$ cat src/common/iprc_regs.vh
// constants for the idle, power-down and reset control block
`ifndef IPRC_REGS_VH
`define IPRC_REGS_VH
// power control register bit positions
`define IPRC_PCR_IDLE_BIT 0
`define IPRC_PCR_PD_BIT 1
`define IPRC_PCR_GF0_BIT 2
`define IPRC_PCR_GF1_BIT 3
`define IPRC_PCR_SMOD_BIT 7
// register offsets on the plain register port
`define IPRC_OFF_PCR 2'h0
`define IPRC_OFF_STATUS 2'h1
`define IPRC_OFF_CTRL 2'h2
// reset values
`define IPRC_PCR_RST 8'h00
`define IPRC_CTRL_RST 8'h01
`define IPRC_ACC_RST 8'h00
`define IPRC_PORT_RST 8'hFF
`define IPRC_SP_RST 8'h07
`define IPRC_WDCTL_RST 8'hA5
// timing: oscillator periods per machine cycle
`define IPRC_OSC_PER_MC 12
`define IPRC_MC_CNT_W 4
// reset pin held high this many sampled machine cycles before reset acts
`define IPRC_RST_SAMPLES 2
// watchdog reset pulse, in watchdog oscillator cycles: 16 x 2048
`define IPRC_WD_PULSE_MULT 16
`define IPRC_WD_PULSE_BASE 2048
`endif

$ cat src/iprc_mc_div.v
// machine cycle enable divider, one pulse every twelve clocks
`timescale 1ns/1ps
`default_nettype none
`include "iprc_regs.vh"
module iprc_mc_div (
  // clock and reset
  input wire ref_clk,
  input wire rst,
  // oscillator running
  input wire run,
  // machine cycle pulse
  output wire mc_tick
);
  localparam [31:0] LAST_W = `IPRC_OSC_PER_MC - 1;
  localparam [`IPRC_MC_CNT_W-1:0] LAST = LAST_W[`IPRC_MC_CNT_W-1:0];
  reg [`IPRC_MC_CNT_W-1:0] cnt_q;
  assign mc_tick = run && (cnt_q == LAST);
  always @(posedge ref_clk) begin
    if (rst) begin
      cnt_q <= {`IPRC_MC_CNT_W{1'b0}};
    end else if (run) begin
      if (cnt_q == LAST) begin
        cnt_q <= {`IPRC_MC_CNT_W{1'b0}};
      end else begin
        cnt_q <= cnt_q + 1'b1;
      end
    end
  end
endmodule
`default_nettype wire

$ cat src/iprc_top.v
// idle, power-down and reset sequencing for an 8-bit controller
`timescale 1ns/1ps
`default_nettype none
`include "iprc_regs.vh"
module iprc_top (
  // clock and reset
  input wire ref_clk,
  input wire rst,
  // register port
  input wire [1:0] reg_addr,
  input wire [7:0] reg_wdata,
  input wire reg_wr,
  input wire reg_rd,
  output reg [7:0] reg_rdata,
  // cpu handshake: instruction boundary and interrupt return
  input wire instr_done,
  input wire irq_accept,
  input wire ret_from_irq,
  input wire ext_mem_mode,
  // interrupt sources
  input wire ext_irq_zero_pin,
  input wire ext_irq_one_pin,
  input wire ext_irq_zero_level,
  input wire ext_irq_one_level,
  input wire ext_irq_zero_en,
  input wire ext_irq_one_en,
  input wire global_irq_en,
  input wire any_irq_pending,
  // reset sources
  input wire reset_pin,
  input wire watchdog_en,
  input wire watchdog_overflow,
  input wire wd_osc_tick,
  input wire osc_stable,
  // clock gating and reset outputs
  output wire cpu_clk_en,
  output wire periph_clk_en,
  output wire osc_run,
  output wire core_reset,
  output wire mc_tick,
  output wire resume_after_entry,
  // power state and pins
  output wire idle_active,
  output wire pd_active,
  output reg address_latch_strobe,
  output reg program_fetch_strobe,
  output reg port0_float,
  output reg port2_show_latch,
  // reset values presented to the core
  output wire [7:0] rst_acc_val,
  output wire [7:0] rst_port_val,
  output wire [7:0] rst_sp_val,
  output wire [7:0] watchdog_control_rst,
  output wire smod
);
  // ==========================================================
  // state machine
  localparam [3:0] ST_RUN = 4'b0001;
  localparam [3:0] ST_IDLE = 4'b0010;
  localparam [3:0] ST_PD = 4'b0100;
  localparam [3:0] ST_WAKE = 4'b1000;
  localparam [31:0] WD_PULSE =
    `IPRC_WD_PULSE_MULT * `IPRC_WD_PULSE_BASE;

  reg [3:0] st_q;
  reg [3:0] st_d;
  reg [7:0] pcr_q;
  reg [7:0] ctrl_q;
  reg [1:0] rst_cnt_q;
  reg rst_pin_q;
  reg [15:0] wd_cnt_q;
  reg wd_rst_q;
  reg pd_req_q;
  reg idle_req_q;
  reg resume_q;
  wire int_reset;
  wire pcr_wr;
  wire wake_pd;
  wire wake_idle;

  // ==========================================================
  // decode
  function sel;
    input [1:0] a;
    input [1:0] off;
    begin
      sel = (a == off);
    end
  endfunction

  assign pcr_wr = reg_wr && sel(reg_addr, `IPRC_OFF_PCR);

  // ==========================================================
  // machine cycle divider, halted with oscillator
  iprc_mc_div u_div (
    .ref_clk(ref_clk),
    .rst(rst),
    .run(osc_run),
    .mc_tick(mc_tick)
  );

  // ==========================================================
  // reset pin sampling; pin sampled only on the machine cycle
  always @(posedge ref_clk) begin
    if (rst) begin
      rst_pin_q <= 1'b0;
      rst_cnt_q <= 2'b00;
    end else if (mc_tick) begin
      rst_pin_q <= reset_pin;
      if (reset_pin || wd_rst_q) begin
        if (rst_cnt_q != 2'd`IPRC_RST_SAMPLES) begin
          rst_cnt_q <= rst_cnt_q + 2'b01;
        end
      end else begin
        rst_cnt_q <= 2'b00;
      end
    end
  end

  // ==========================================================
  // watchdog reset pulse, counted on the watchdog oscillator;
  // internal path, so it acts whatever the pin level
  always @(posedge ref_clk) begin
    if (rst) begin
      wd_cnt_q <= 16'h0000;
      wd_rst_q <= 1'b0;
    end else if (watchdog_en && watchdog_overflow) begin
      wd_rst_q <= 1'b1;
      wd_cnt_q <= WD_PULSE[15:0] - 16'h0001;
    end else if (wd_rst_q && wd_osc_tick) begin
      if (wd_cnt_q == 16'h0000) begin
        wd_rst_q <= 1'b0;
      end else begin
        wd_cnt_q <= wd_cnt_q - 16'h0001;
      end
    end
  end

  // reset on the second high sample, held while pin high
  assign int_reset = rst ||
    (rst_cnt_q == 2'd`IPRC_RST_SAMPLES) || wd_rst_q;
  assign core_reset = int_reset;

  // ==========================================================
  // wake conditions
  assign wake_pd = global_irq_en &&
    ((ext_irq_zero_en && ext_irq_zero_level && !ext_irq_zero_pin) ||
     (ext_irq_one_en && ext_irq_one_level && !ext_irq_one_pin));
  assign wake_idle = global_irq_en && any_irq_pending;

  // ==========================================================
  // next state
  always @* begin
    st_d = st_q;
    case (st_q)
      ST_RUN: begin
        // mode taken only at the instruction boundary
        if (instr_done && pd_req_q) begin
          st_d = ST_PD;
        end else if (instr_done && idle_req_q) begin
          st_d = ST_IDLE;
        end
      end
      ST_IDLE: begin
        if (wake_idle) begin
          st_d = ST_RUN;
        end
      end
      ST_PD: begin
        if (wake_pd) begin
          st_d = ST_WAKE;
        end
      end
      ST_WAKE: begin
        if (osc_stable) begin
          st_d = ST_RUN;
        end
      end
      default: begin
        st_d = ST_RUN;
      end
    endcase
  end

  always @(posedge ref_clk) begin
    if (int_reset) begin
      st_q <= ST_RUN;
    end else begin
      st_q <= st_d;
    end
  end

  // ==========================================================
  // power control register; mode bits self-clear on wake
  always @(posedge ref_clk) begin
    if (int_reset) begin
      pcr_q <= `IPRC_PCR_RST;
      pd_req_q <= 1'b0;
      idle_req_q <= 1'b0;
    end else begin
      if (pcr_wr) begin
        // flags kept by software only
        pcr_q <= reg_wdata;
        pd_req_q <= reg_wdata[`IPRC_PCR_PD_BIT];
        idle_req_q <= reg_wdata[`IPRC_PCR_IDLE_BIT];
      end else if (st_q != ST_RUN && st_d == ST_RUN) begin
        // hardware clears the mode bits on exit
        pcr_q[`IPRC_PCR_IDLE_BIT] <= 1'b0;
        pcr_q[`IPRC_PCR_PD_BIT] <= 1'b0;
      end
      if (st_q == ST_RUN && st_d != ST_RUN) begin
        pd_req_q <= 1'b0;
        idle_req_q <= 1'b0;
      end
    end
  end

  // side control register: bit 0 allows resume flag
  always @(posedge ref_clk) begin
    if (rst) begin
      ctrl_q <= `IPRC_CTRL_RST;
    end else if (reg_wr && sel(reg_addr, `IPRC_OFF_CTRL)) begin
      ctrl_q <= reg_wdata;
    end
  end

  // remember that the next return lands after the entry
  always @(posedge ref_clk) begin
    if (int_reset) begin
      resume_q <= 1'b0;
    end else if (st_q != ST_RUN && st_d == ST_RUN) begin
      resume_q <= ctrl_q[0];
    end else if (ret_from_irq) begin
      resume_q <= 1'b0;
    end
  end
  assign resume_after_entry = resume_q;

  // ==========================================================
  // register read, data one cycle later
  always @(posedge ref_clk) begin
    if (rst) begin
      reg_rdata <= 8'h00;
    end else if (reg_rd) begin
      case (reg_addr)
        `IPRC_OFF_PCR: reg_rdata <= pcr_q & 8'h8F;
        `IPRC_OFF_STATUS: reg_rdata <= {wd_rst_q, rst_pin_q, 2'b00, st_q};
        `IPRC_OFF_CTRL: reg_rdata <= ctrl_q;
        default: reg_rdata <= 8'h00;
      endcase
    end else begin
      reg_rdata <= 8'h00;
    end
  end

  // ==========================================================
  // clocks: core frozen in idle, all frozen in power-down; a high
  // reset pin restarts the oscillator so the pin can be sampled
  assign cpu_clk_en = (st_q == ST_RUN) && !irq_accept_hold(st_q);
  assign periph_clk_en = (st_q == ST_RUN) || (st_q == ST_IDLE);
  assign osc_run = (st_q != ST_PD) || reset_pin;
  assign idle_active = (st_q == ST_IDLE);
  assign pd_active = (st_q == ST_PD) || (st_q == ST_WAKE);
  assign smod = pcr_q[`IPRC_PCR_SMOD_BIT];

  // interrupt vectoring itself happens in run; nothing to hold here
  function irq_accept_hold;
    input [3:0] s;
    begin
      irq_accept_hold = 1'b0 & s[0] & irq_accept;
    end
  endfunction

  // ==========================================================
  // pin states; registered so the data outputs are clean
  always @(posedge ref_clk) begin
    if (int_reset) begin
      address_latch_strobe <= 1'b1;
      program_fetch_strobe <= 1'b1;
      port0_float <= 1'b0;
      port2_show_latch <= 1'b1;
    end else begin
      case (st_d)
        ST_IDLE: begin
          address_latch_strobe <= 1'b1;
          program_fetch_strobe <= 1'b1;
          port0_float <= ext_mem_mode;
          port2_show_latch <= !ext_mem_mode;
        end
        ST_PD, ST_WAKE: begin
          address_latch_strobe <= 1'b0;
          program_fetch_strobe <= 1'b0;
          port0_float <= ext_mem_mode;
          port2_show_latch <= 1'b1;
        end
        default: begin
          address_latch_strobe <= 1'b0;
          program_fetch_strobe <= 1'b0;
          port0_float <= 1'b0;
          port2_show_latch <= !ext_mem_mode;
        end
      endcase
    end
  end

  // ==========================================================
  // reset load values for the core registers
  assign rst_acc_val = `IPRC_ACC_RST;
  assign rst_port_val = `IPRC_PORT_RST;
  assign rst_sp_val = `IPRC_SP_RST;
  assign watchdog_control_rst = `IPRC_WDCTL_RST;
endmodule
`default_nettype wire

$ cat config.mk
export PLATFORM = sky130hd
export DESIGN_NAME = iprc_top
export DESIGN_NICKNAME = d
export VERILOG_FILES = /design/src/iprc_mc_div.v /design/src/iprc_top.v
export VERILOG_INCLUDE_DIRS = /design/src /design/src/common
export SDC_FILE = /design/constraint.sdc
export NUM_CORES = 1
export LEC_CHECK = 0
export ABC_CLOCK_PERIOD_IN_PS = 7100
export BUFFER_PORTS_ARGS = -buffer_cell sky130_fd_sc_hd__buf_2
export CORE_MARGIN = 2
export CORE_UTILIZATION = 51
export DETAILED_ROUTE_END_ITERATION = 7
export HOLD_SLACK_MARGIN = 0.1
export PLACE_DENSITY = 0.75
export SLEW_MARGIN = 15
export SYNTH_ARGS = -nofsm -noshare
export SYNTH_HDL_FRONTEND = slang
export SYNTH_SLANG_ARGS = --single-unit
$ cat constraint.sdc
create_clock -name ref_clk -period 7.1 [get_ports ref_clk]
set_clock_uncertainty 0.1 [all_clocks]
set_input_delay 0.71 -clock ref_clk [delete_from_list [all_inputs] [get_ports ref_clk]]
set_output_delay 0.71 -clock ref_clk [all_outputs]
set_load 0.05 [all_outputs]
Yosys cells after proc, flatten, opt, wreduce, memory -nomap -nowiden
Index checks and enable logic that the tools add are counted.
{ "classes": {"n_eq_ne": 18, "add_sub_neg": 3, "bitwise": 3, "n_reduce_logical": 41, "n_mux": 21} }
{ "ops": {"columns": ["cell", "count"], "rows": [
  ["15-bit 2-to-1 mux", 3],
  ["4-bit 2-to-1 mux", 6],
  ["8-bit one-hot mux with 3 select lines", 1],
  ["16-bit zero test", 1],
  ["4-bit one-hot mux with 4 select lines", 1],
  ["16-bit by 1-bit subtractor with 16-bit output, second input constant", 1],
  ["1-bit logical AND", 15],
  ["4-bit equality test, second input constant", 3],
  ["4-bit by 1-bit equality test with 1-bit output, second input constant", 2],
  ["4-bit by 2-bit equality test with 1-bit output, second input constant", 2],
  ["4-bit by 3-bit equality test with 1-bit output, second input constant", 2],
  ["2-bit 2-to-1 mux", 4],
  ["4-bit by 1-bit != test with 1-bit output, second input constant", 2],
  ["2-bit AND reduction", 4],
  ["2-bit nonzero test", 4],
  ["2-bit OR reduction", 4],
  ["1-bit logical OR", 7],
  ["1-bit 2-to-1 mux", 6],
  ["3-bit OR reduction", 2],
  ["4-bit by 1-bit adder with 4-bit output, second input constant", 1],
  ["2-bit equality test, second input constant", 2],
  ["2-bit != test, second input constant", 2],
  ["4-bit by 3-bit != test with 1-bit output, second input constant", 1],
  ["1-bit zero test", 3],
  ["5 further kinds", 7]
]} }
{ "totals": {"register_bits": 58, "output_inout_bits": 53, "wordCells": 103} }

Logic depth before layout (Yosys ltp)
Gate-level depths: netlist of the first run.
{ "depth": {"depth_word": 10, "depth_mapped": 8, "depth_no_buf": 6} }

By module
Synthesis of the first run repeated with hierarchy kept, for this count alone.
{ "unflattened": {"hier_cells": 334, "area_unflattened_um2": 2790.2} }
{ "modules_own_cells": {"columns": ["mod", "area_each_um2", "cells_each", "seq_area_each_um2", "n_inst"], "rows": [
  ["iprc_top", 2606.2, 315, 1021.0, 1],
  ["iprc_mc_div", 183.9, 19, 80.1, 1]
]} }

Least setup slack after synthesis of the first run
OpenSTA, ideal clock, no wires.
{ "synth_path": {"kind": "register to output", "start": "register st_q[0]", "end": "output periph_clk_en", "stages_incl_launch_ff": 4, "path_buffers": 1, "t_arrival_ps": 2801, "slack_ps": 3489, "t_required_ps": 6290, "cell_sequence": "dfxtp_1 clkbuf_1 nor4b_1 nand2b_1"} }
{ "synth_via": {"elab_chain_len": 2, "elab_cells_between_ends": 3} }
{ "synth_rtl": {"columns": ["item", "line_no", "text"], "rows": [
  ["start: declaration", "iprc_top.v:65", "reg [3:0] st_q;"],
  ["start signal: assignment", "iprc_top.v:189", "st_q <= st_d;"],
  ["4-bit by 2-bit equality test with 1-bit output", null, null],
  ["net idle_active", "iprc_top.v:43", "output wire idle_active,"],
  ["1-bit logical OR", "iprc_top.v:260", "assign periph_clk_en = (st_q == ST_RUN) || (st_q == ST_IDLE);"],
  ["end: declaration", "iprc_top.v:37", "output wire periph_clk_en,"]
]} }
The timed path passes the listed nets, and every way through them passes these cells.

Worst setup path in the final report of the first run
{ "layout_path": {"start": "input rst", "end": "output core_reset"} }
{ "layout_via": {"elab_chain_len": 2} }
{ "layout_rtl": {"columns": ["item", "line_no", "text"], "rows": [
  ["start: declaration", "iprc_top.v:8", "input wire rst,"],
  ["1-bit logical OR (2 in a row)", "iprc_top.v:140", "assign int_reset = rst ||"],
  ["end: declaration", "iprc_top.v:39", "output wire core_reset,"]
]} }
Every way passes these cells.

==> reports/summary.txt, run 1 <==
Run status: finished clean
Critical path's slowest cell: nor3_1
CTS HTree Levels: 2
Most common cell in the netlist: dfxtp_1
Setup TNS Final: 0 ns
Startpoint types: input pin
TritonCTS Buffers: 5
Power Total: 0.634 mW
Max Clock Freq: 292 MHz
Max-slew headroom: 43.0%
Clock latency on the worst-skew pair: 0.32 ns
Area of the multi-input gates: 1450 sq um
Sequential cell area: 1100 sq um
Avg WL per Cell: 13.1 microns
Synth area leader: dfxtp_1
Vias: 2500
Die W: 77.9 microns
DRT Wirelength: 5.92 mm
Worst path bufs/invs: 3
TritonCTS clock tree: done
Final worst path period need: 3.43 ns
YS warnings: 0
First-pass GRT wire length: 9.68 mm
# port buffers: 50
DRC Markers: 0
Clock sink total: 55
Ant. Diodes: 0
Final Max Slew Viols: 0
Largest net degree at the start of global routing: 36
Share of cells above drive strength 1: 17.3%
DP Worst Slack: 3.71 ns
Clock Power Share: 28.1%
Fillers: 508
Crit end category: output port
P_sw: 0.211 mW
Cell Area, Synth: 2790 sq um
CTS resizes: 0
Seq pwr share: 52.6%
Most frequent cells after synthesis: dfxtp_1 (55), nand2_1 (35), buf_4 (33), a21oi_1 (25), nor2_1 (24)
Final period util: 48.3%
Overflow after GRT: 0
First DRT Iteration DRCs: 167
Clk buf depth: 2
Switching power share of the total: 33.3%
Die area: 6070 sq um
Unrepaired setup endpoints after global routing: false
Critical Path AT: 2.62 ns
CP Max Fanout: 35
Starting Density: 53.5%
Worst endpoint required time: 6.29 ns
CTS Hold Bufs: 0
Cell family with most CP delay: buffers and inverters
Cell internal pwr: 0.423 mW
Clk root buf: clkbuf_8
Top area cells in the synthesized netlist: dfxtp_1 (40%), buf_4 (8.9%), nand2_1 (4.7%)
CP max stage delay: 0.73 ns
Drt via density: 5.54
HP Class: register to register
Post-synth ARST share: 0%
Vias in the first global route: 2174
Cell mode on critical path: buf_2
Max capacitance violation total: 0
Post-synthesis sequential area ratio: 39.5%
Area grow syn2layout: 8.67%
Final setup violation count: 0
WS Path Type: input pin to output port
Std cell rows: 26
Post-synth EDFFs: 0
Top-area cell type share of the netlist area: 39.5%
Final Wtd Congestion: 0.949
Netlist cell types: 51
Avg Cell Area, Syn: 8.19 sq um
Die H: 77.9 microns
Worst IR Drop VDD: 0.000140 V
Worst-Margin Slew: 0.848 ns
Crit Reg-Reg Startpoint: wd_cnt_q[0]$_SDFFE_PP0P_
Core area: 5200 sq um
Cells after Synth: 340
Setup crit start: rst
Hold path start: ctrl_q[4]$_SDFFE_PP0P_
Power per Cell Area: 209 nW/um^2
Worst-path cell chain: buf_2 -> nor3_1 -> clkinv_1 -> buf_2
Final nets: 414
Final hold vios: 0
Post-CTS Setup Bufs: 0
Antenna Nets Post-Route: 0
Synth Flop Type: dfxtp_1
Lkg Pwr: 1.25 nW
Comb pwr share: 19.3%
CTS clk-pin slew, worst paths: 0.11 ns
Ports: 84
Gr usage total: 19.7%
Core Util, Final: 58.1%
Detailed placement HPWL: 4.21 mm
Setup ws final: 3.67 ns
Initial antenna violation count: 0
Yosys reg bits: 55
First-pass DRT Iterations: 4
[worst min-delay path: stages (launching register included)]
cell	delay [ns]
dfxtp_1	0.32
nand2_1	0.05
a21oi_1	0.05
[worst paths after layout]
path / end / slack [ns] / cells past startpoint
setup / recovery: core_reset / 3.67 / 4
hold / removal: ctrl_q[4]$_SDFFE_PP0P_ / 0.36 / 2
setup reg to reg: wd_cnt_q[14]$_SDFFE_PP0P_ / 4.70 / 6
hold reg to reg: ctrl_q[4]$_SDFFE_PP0P_ / 0.36 / 2
[power by group through the flow]
stage	logic, mW	clock network [mW]	registers (mW)
2_1_floorplan	0.107	0	0.343
3_3_place_gp	0.120	0	0.340
3_5_place_dp	0.121	0	0.340
4_1_cts	0.122	0.183	0.333
5_1_grt	0.134	0.194	0.336
6_report	0.122	0.178	0.334
[stage by stage]
step           cell area, sq um  hold slack, ns  instances
2_1_floorplan              2900           0.332        370
3_3_place_gp               2940           0.341        443
3_5_place_dp               2940           0.350        443
5_1_grt                    3030           0.385        451
6_report                   3030           0.363        451
4_1_cts                    3030           0.365        451
[flip-flops by register name, summed over array words and instances, names as in the netlist, 2 cells and up]
name and flops:
wd_cnt_q 16, ctrl_q 8, reg_rdata 8, pcr_q 5, st_q 4, u_div.cnt_q 4
rst_cnt_q 2
[final cells by class]
type	instances	area share, %
timing repair buffer	51	8.52
clock inverter	3	0.744
clock buffer	5	2.27
inverter	10	1.24
multi-input combinational	257	48.0
tap	70	2.89
sequential	55	36.4
[kinds of logic after synthesis]
group / share of synthesized area, %
adder cells (fa/ha/maj): 1.35
flip-flops: 39.5
AND/OR/NAND/NOR: 25.5
multiplexers: 2.16
other: 0.270
XOR/XNOR: 0.315
buffers and inverters: 12.4
AO/OA/AOI/OAI: 18.5
[layout by cell type, fill, tap and decap left out, drive strengths merged, types with 6 or more instances in the layout]
master / instances
a21oi: 25
a31oi: 15
buf: 51
conb: 32
dfxtp: 55
inv: 10
mux2i: 6
nand2: 35
nand3: 9
nor2: 24
o21ai: 17
or3: 11
or4: 15
[routing by layer]
layer / vias up / wire length, microns / GRT usage (%)
li1: 1252 / - / -
met2: 92 / 2740 / 31.4
met5: - / 0 / 0
met3: 11 / 384 / 4.07
met1: 1145 / 2670 / 25.3
met4: 0 / 119 / 9.47
(Power assumes the default switching activity.)
==> inputs of run 2 (changes only) <==
- ABC_AREA: default -> 1
- ABC_CLOCK_PERIOD_IN_PS: 7100 -> 3100
- CORE_UTILIZATION: 51 -> 47
- PLACE_DENSITY: 0.75 -> 0.72
- clock period: 7.1 -> 3.1 ns (I/O delays scaled with it)
==> run 2 against run 1 <==
Critical path depth increased by 1; sequential power increased by 140%; total power increased to 2.8 times the previous value; cell area increased by 9.0%; worst hold slack got worse by 0.22 ns; synthesized cell count increased by 34%; worst setup slack got worse by 2.9 ns; die area increased by 17%; sequential share of layout area decreased by 3.0 points; synthesized area increased by 8.8%; critical path type is now register to output port; critical endpoint unchanged; largest cell class unchanged.
==> reports/summary.txt, run 2 <==
Clk buf depth: 2
Crit Reg-Reg Startpoint: wd_cnt_q[0]$_SDFFE_PP0P_
Setup TNS Final: 0 ns
Final worst path period need: 2.36 ns
Vias: 2850
Most common cell in the netlist: nand2_1
Std cell rows: 29
Vias in the first global route: 2518
Clock sink total: 55
First-pass DRT Iterations: 5
Cell mode on critical path: inv_1
YS warnings: 0
Area grow syn2layout: 8.92%
Worst IR Drop VDD: 0.000233 V
Startpoint types: register
Ports: 84
Initial antenna violation count: 0
WS Path Type: register to output port
WL met1: 3.00 mm
Avg Cell Area, Syn: 6.63 sq um
Met3 wire length: 334 microns
Max-slew headroom: 62.6%
Clk root buf: clkbuf_8
CTS HTree Levels: 2
Cell Area, Synth: 3030 sq um
First-pass GRT wire length: 10.6 mm
DRC Markers: 0
Critical Path AT: 1.95 ns
Netlist cell types: 32
Detailed placement HPWL: 4.65 mm
Clock latency on the worst-skew pair: 0.31 ns
TritonCTS Buffers: 5
Fillers: 651
CP Max Fanout: 8
Top reg by flops: wd_cnt_q
Worst endpoint required time: 2.69 ns
Synth Flop Type: dfxtp_1
Final Max Slew Viols: 0
Final Wtd Congestion: 0.863
Top area cells in the synthesized netlist: dfxtp_1 (36%), nand2_1 (16%), buf_4 (8.2%)
Top-area cell type share of the netlist area: 36.3%
Reg2reg setup slack: 1.24 ns
CTS resizes: 0
First DRT Iteration DRCs: 184
Ant. Diodes: 0
Most frequent cells after synthesis: nand2_1 (128), dfxtp_1 (55), inv_1 (55), nand3_1 (47), nor2_1 (46)
DRT Wirelength: 6.25 mm
Core area: 6280 sq um
Max Clock Freq: 424 MHz
Die area: 7100 sq um
Die H: 84.3 microns
Drt via density: 4.89
Top flop regs: wd_cnt_q: 16 flops, ctrl_q: 8 flops, reg_rdata: 8 flops
Final nets: 539
Gr usage total: 17.6%
Antenna Nets Post-Route: 0
Hold path start: reg_wdata[0]
Post-synth ARST share: 0%
Worst-path cell chain: inv_1 -> ha_1 -> nor3_2 -> inv_1 -> buf_2
Top sig layer: met4
TritonCTS clock tree: done
Post-synth EDFFs: 0
Final hold vios: 0
CTS clk-pin slew, worst paths: 0.11 ns
Setup crit start: rst_cnt_q[0]$_SDFFE_PP0P_
Avg WL per Cell: 10.7 microns
Critical path's slowest cell: nor3_2
HP Class: input pin to register
Power per Cell Area: 531 nW/um^2
# port buffers: 50
Run status: finished clean
Commonest non-fill, non-tap cell in the layout: nand2_1
Max reg flops: 16
Cells after Synth: 457
Lkg Pwr: 1.66 nW
Die W: 84.3 microns
Post-synthesis sequential area ratio: 36.3%
Largest net degree at the start of global routing: 28
Final period util: 76.0%
Met2 wire length: 2.85 mm
Unrepaired setup endpoints after global routing: false
Max capacitance violation total: 0
Crit end category: output port
Final setup violation count: 0
Min Hold Slack: 0.139 ns
Most frequent cells in the layout: nand2_1 (128), inv_1 (55), dfxtp_1 (55), buf_2 (50), nand3_1 (47)
Yosys reg bits: 55
Overflow after GRT: 0
Starting Density: 48.3%
CP max stage delay: 0.48 ns
Worst-Margin Slew: 0.558 ns
Share of cells above drive strength 1: 15.4%
Synth area leader: dfxtp_1
## run 2: cell count changes after synthesis, sizes merged, moves of 6 or more
cell    delta
nand2    +100
inv       +47
nand3     +39
nor2      +25
a31oi     -15
or4       -15
or3       -11
a21oi      +8
nand4      +8
clkbuf     -7
o21ai      -7
mux2i      -6
## run 2: logic make-up (layout without fill, tap and decap cells)
logic type	Yosys count	in the layout	share of synthesized area (%)
fa+ha+maj	3	3	1.24
compound gates	48	48	8.59
other cells	2	32	0.248
xor+xnor	2	2	0.578
buf+inv	97	116	16.9
simple gates	250	250	36.1
flops	55	55	36.3
## run 2: critical path: cells and delay by family (launching register included)
| family | cells | cell delay (ns) |
|---|---|---|
| simple gates | 1 | 0.48 |
| fa+ha+maj | 1 | 0.22 |
| flops | 1 | 0.34 |
| buf+inv | 3 | 0.60 |
## run 2: layout make-up
type | instances | area (sq um) | area share (%)
flip-flops and latches | 55 | 1100 | 33.4
repair buffers | 52 | 268 | 8.12
inverters | 56 | 210 | 6.37
clock inverters | 3 | 27.5 | 0.834
well taps | 77 | 96.3 | 2.92
multi-input cells | 335 | 1530 | 46.3
clock buffers | 5 | 68.8 | 2.09
## run 2: report_power, final
| group | total, mW | switching [mW] | internal [mW] |
|---|---|---|---|
| Sequential | 0.789 | 0.0398 | 0.749 |
| Clock | 0.427 | 0.258 | 0.168 |
| Combinational | 0.537 | 0.381 | 0.156 |
| Total | 1.75 | 0.679 | 1.07 |
## run 2: final timing paths
check	cells after the start	end
hold reg to reg	2	reg_rdata[4]$_SDFF_PP0_
setup reg to reg	9	wd_cnt_q[14]$_SDFFE_PP0P_
hold / removal	3	ctrl_q[0]$_SDFFE_PP1P_
setup / recovery	5	core_reset
## run 2: through the flow
stage	power, mW	std cells	utilization (%)	instance area, sq um	setup slack [ns]
after floorplan	1.28	487	-	3140	1.27
after global placement	1.33	574	50.9	3190	1.10
after detailed placement	1.34	574	50.9	3190	1.08
after CTS	1.77	583	52.6	3300	0.761
after global routing	1.87	583	52.6	3300	0.643
final	1.75	583	52.6	3300	0.743
## run 2: layer usage
| layer | GRT usage, % | up-vias |
|---|---|---|
| li1 | - | 1476 |
| met4 | 5.87 | 0 |
| met2 | 29.0 | 80 |
| met1 | 23.4 | 1286 |
| met5 | 0 | - |
| met3 | 3.05 | 8 |
## run 2: repair_timing
action | 4_1_cts | 5_1_grt
hold buffers | 1 | 0
setup buffers | 0 | 0
hold endpoints to repair | 1 | 0
==> inputs of run 3 (changes only) <==
- ABC_CLOCK_PERIOD_IN_PS: 3100 -> 2400
- CORE_UTILIZATION: 47 -> 51
- PLACE_DENSITY: 0.72 -> 0.74
- clock period: 3.1 -> 2.4 ns (I/O delays scaled with it)
==> run 3 against run 2 <==
Non-clock buffer count increased by 10; routed wire length about the same; sequential power increased by 29%; total power increased by 29%; sequential share of layout area decreased by 0.86 points; register-to-register slack got worse by 0.63 ns; clock power increased by 24%; highest routed layer unchanged; largest power group unchanged; critical path depth increased by 2; cell area increased by 2.7%; utilization increased by 5.7 points; worst hold slack got worse by 0.028 ns.
==> reports/summary.txt, run 3 (synthesized netlist as in run 2, its figures left out) <==
Top reg by flops: wd_cnt_q
HP Class: input pin to register
Final Wtd Congestion: 0.872
Worst endpoint required time: 2.06 ns
First-pass GRT wire length: 10.1 mm
Final hold vios: 0
# port buffers: 50
CP max stage delay: 0.37 ns
Max capacitance violation total: 0
Reg2reg setup slack: 0.61 ns
Setup ws final: 0.439 ns
Ant. Diodes: 0
Run status: finished clean
Die area: 6570 sq um
Final setup violation count: 0
Unrepaired setup endpoints after global routing: false
Vias in the first global route: 2369
Worst Hold End: wd_rst_q$_SDFFE_PP0P_
TritonCTS Buffers: 5
Hold path start: wd_osc_tick
Overflow after GRT: 0
Antenna Nets Post-Route: 0
Clk buf depth: 2
Final worst path period need: 1.96 ns
Worst path bufs/invs: 3
Worst-Margin Slew: 0.502 ns
Critical path's slowest cell: dfxtp_1
Initial antenna violation count: 0
Vias: 2818
Die H: 81.1 microns
Placed Area: 3210 sq um
Setup TNS Final: 0 ns
Commonest non-fill, non-tap cell in the layout: nand2_1
Max-slew headroom: 66.4%
Avg WL per Cell: 10.6 microns
Final nets: 549
CTS resizes: 0
Largest net degree at the start of global routing: 27
Drt via density: 4.77
Clk root buf: clkbuf_8
DP Worst Slack: 0.611 ns
DRC Markers: 0
Max reg flops: 16
Ports: 84
WS Path Type: register to output port
Worst IR Drop VDD: 0.000275 V
Finished Cell Area: 3390 sq um
TritonCTS clock tree: done
Critical Path AT: 1.62 ns
First-pass DRT Iterations: 4
CTS HTree Levels: 2
Final period util: 81.7%
Cell family with most CP delay: simple AND/OR/NAND/NOR gates
Detailed placement HPWL: 4.56 mm
Lkg Pwr: 1.70 nW
Area grow syn2layout: 11.8%
CP Max Fanout: 6
Clock latency on the worst-skew pair: 0.31 ns
Starting Density: 52.1%
Clock sink total: 55
Core area: 5820 sq um
DRT Wirelength: 6.25 mm
Most frequent cells in the layout: nand2_1 (128), inv_1 (55), dfxtp_1 (55), buf_2 (50), nand3_1 (47)
Cell mode on critical path: nand2_2
Power per Cell Area: 665 nW/um^2
Max Clock Freq: 510 MHz
Final Max Slew Viols: 0
Startpoint types: register
Die W: 81.1 microns
First DRT Iteration DRCs: 117
Share of cells above drive strength 1: 15.5%
Std cell rows: 28
RR Endpoint: wd_cnt_q[14]$_SDFFE_PP0P_
Crit end category: output port
Crit Reg-Reg Startpoint: wd_cnt_q[0]$_SDFFE_PP0P_
Fillers: 594
Post-Layout Cell Count: 591
CTS clk-pin slew, worst paths: 0.11 ns
DP Cell Count: 574
Worst-path cell chain: nor2_1 -> inv_1 -> nor2_2 -> nand2_2 -> nand2_2 -> inv_2 -> buf_2
Top flop regs: wd_cnt_q: 16 flops, ctrl_q: 8 flops, reg_rdata: 8 flops
Gr usage total: 19.4%
Worst hold stages: 4
Cells on worst reg2reg path: 9
Post-CTS Setup Bufs: 0
-- run 3: changes by cell type in the layout (fill, tap and decap cells not counted) --
cell | previous run | this run
inv_6 | 1 | 2
clkinvlp_4 | 1 | 0
clkinv_2 | 0 | 1
dlygate4sd3_1 | 1 | 9
buf_4 | 1 | 3
inv_8 | 1 | 0
-- run 3: layer usage --
layer / vias up / share of wire, % / track usage [%]
met3: 10 / 6.1 / 3.11
met2: 87 / 46 / 31.6
met5: - / 0 / 0
li1: 1495 / - / -
met4: 0 / 1.3 / 7.12
met1: 1226 / 47 / 26.0
-- run 3: worst register-to-register path: stages, from the launching register on --
cell,delay [ns]
dfxtp_1,0.35
inv_1,0.08
ha_1,0.24
nand2_2,0.14
nor2_4,0.14
nand2_2,0.07
nand2_4,0.19
nand2_4,0.17
nand2_1,0.12
a21oi_1,0.06
-- run 3: final cells by class --
cell class	instances	area, sq um	area share, %
Clock inverter	3	22.5	0.665
Tap cell	75	93.8	2.77
Sequential cell	55	1100	32.5
Timing Repair Buffer	62	363	10.7
Multi-Input combinational cell	335	1530	45.1
Clock buffer	5	68.8	2.03
Inverter	56	210	6.21
-- run 3: through the flow --
stage / total power, mW / util (%) / hold slack, ns
2_1_floorplan: 1.65 / - / 0.234
3_3_place_gp: 1.72 / 55.1 / 0.340
3_5_place_dp: 1.73 / 55.1 / 0.350
4_1_cts: 2.27 / 58.2 / 0.103
5_1_grt: 2.40 / 58.2 / 0.114
6_report: 2.25 / 58.2 / 0.112
-- run 3: timing repair --
action                                  CTS  global route
hold buffers                              9             0
endpoints found under the setup margin    0             0
hold endpoints to repair                 10             0
-- run 3: how the worst max path moves through the flow --
stage / start / endpoint / slack (ns) / cells past startpoint
after floorplan: st_q[2]$_SDFF_PP0_ / resume_after_entry$_SDFFE_PP0P_ / 0.57 / 9
after global placement: wd_cnt_q[0]$_SDFFE_PP0P_ / wd_cnt_q[9]$_SDFFE_PP0P_ / 0.64 / 9
after detailed placement: wd_cnt_q[0]$_SDFFE_PP0P_ / wd_cnt_q[9]$_SDFFE_PP0P_ / 0.61 / 9
after CTS: rst_cnt_q[0]$_SDFFE_PP0P_ / core_reset / 0.43 / 6
after global routing: rst_cnt_q[0]$_SDFFE_PP0P_ / core_reset / 0.30 / 6
final: st_q[1]$_SDFF_PP0_ / mc_tick / 0.44 / 7
-- run 3: report_power, final --
part	total (mW)	internal (mW)	switching [mW]
Clock	0.529	0.212	0.317
Combinational	0.705	0.212	0.493
Sequential	1.02	0.968	0.0523
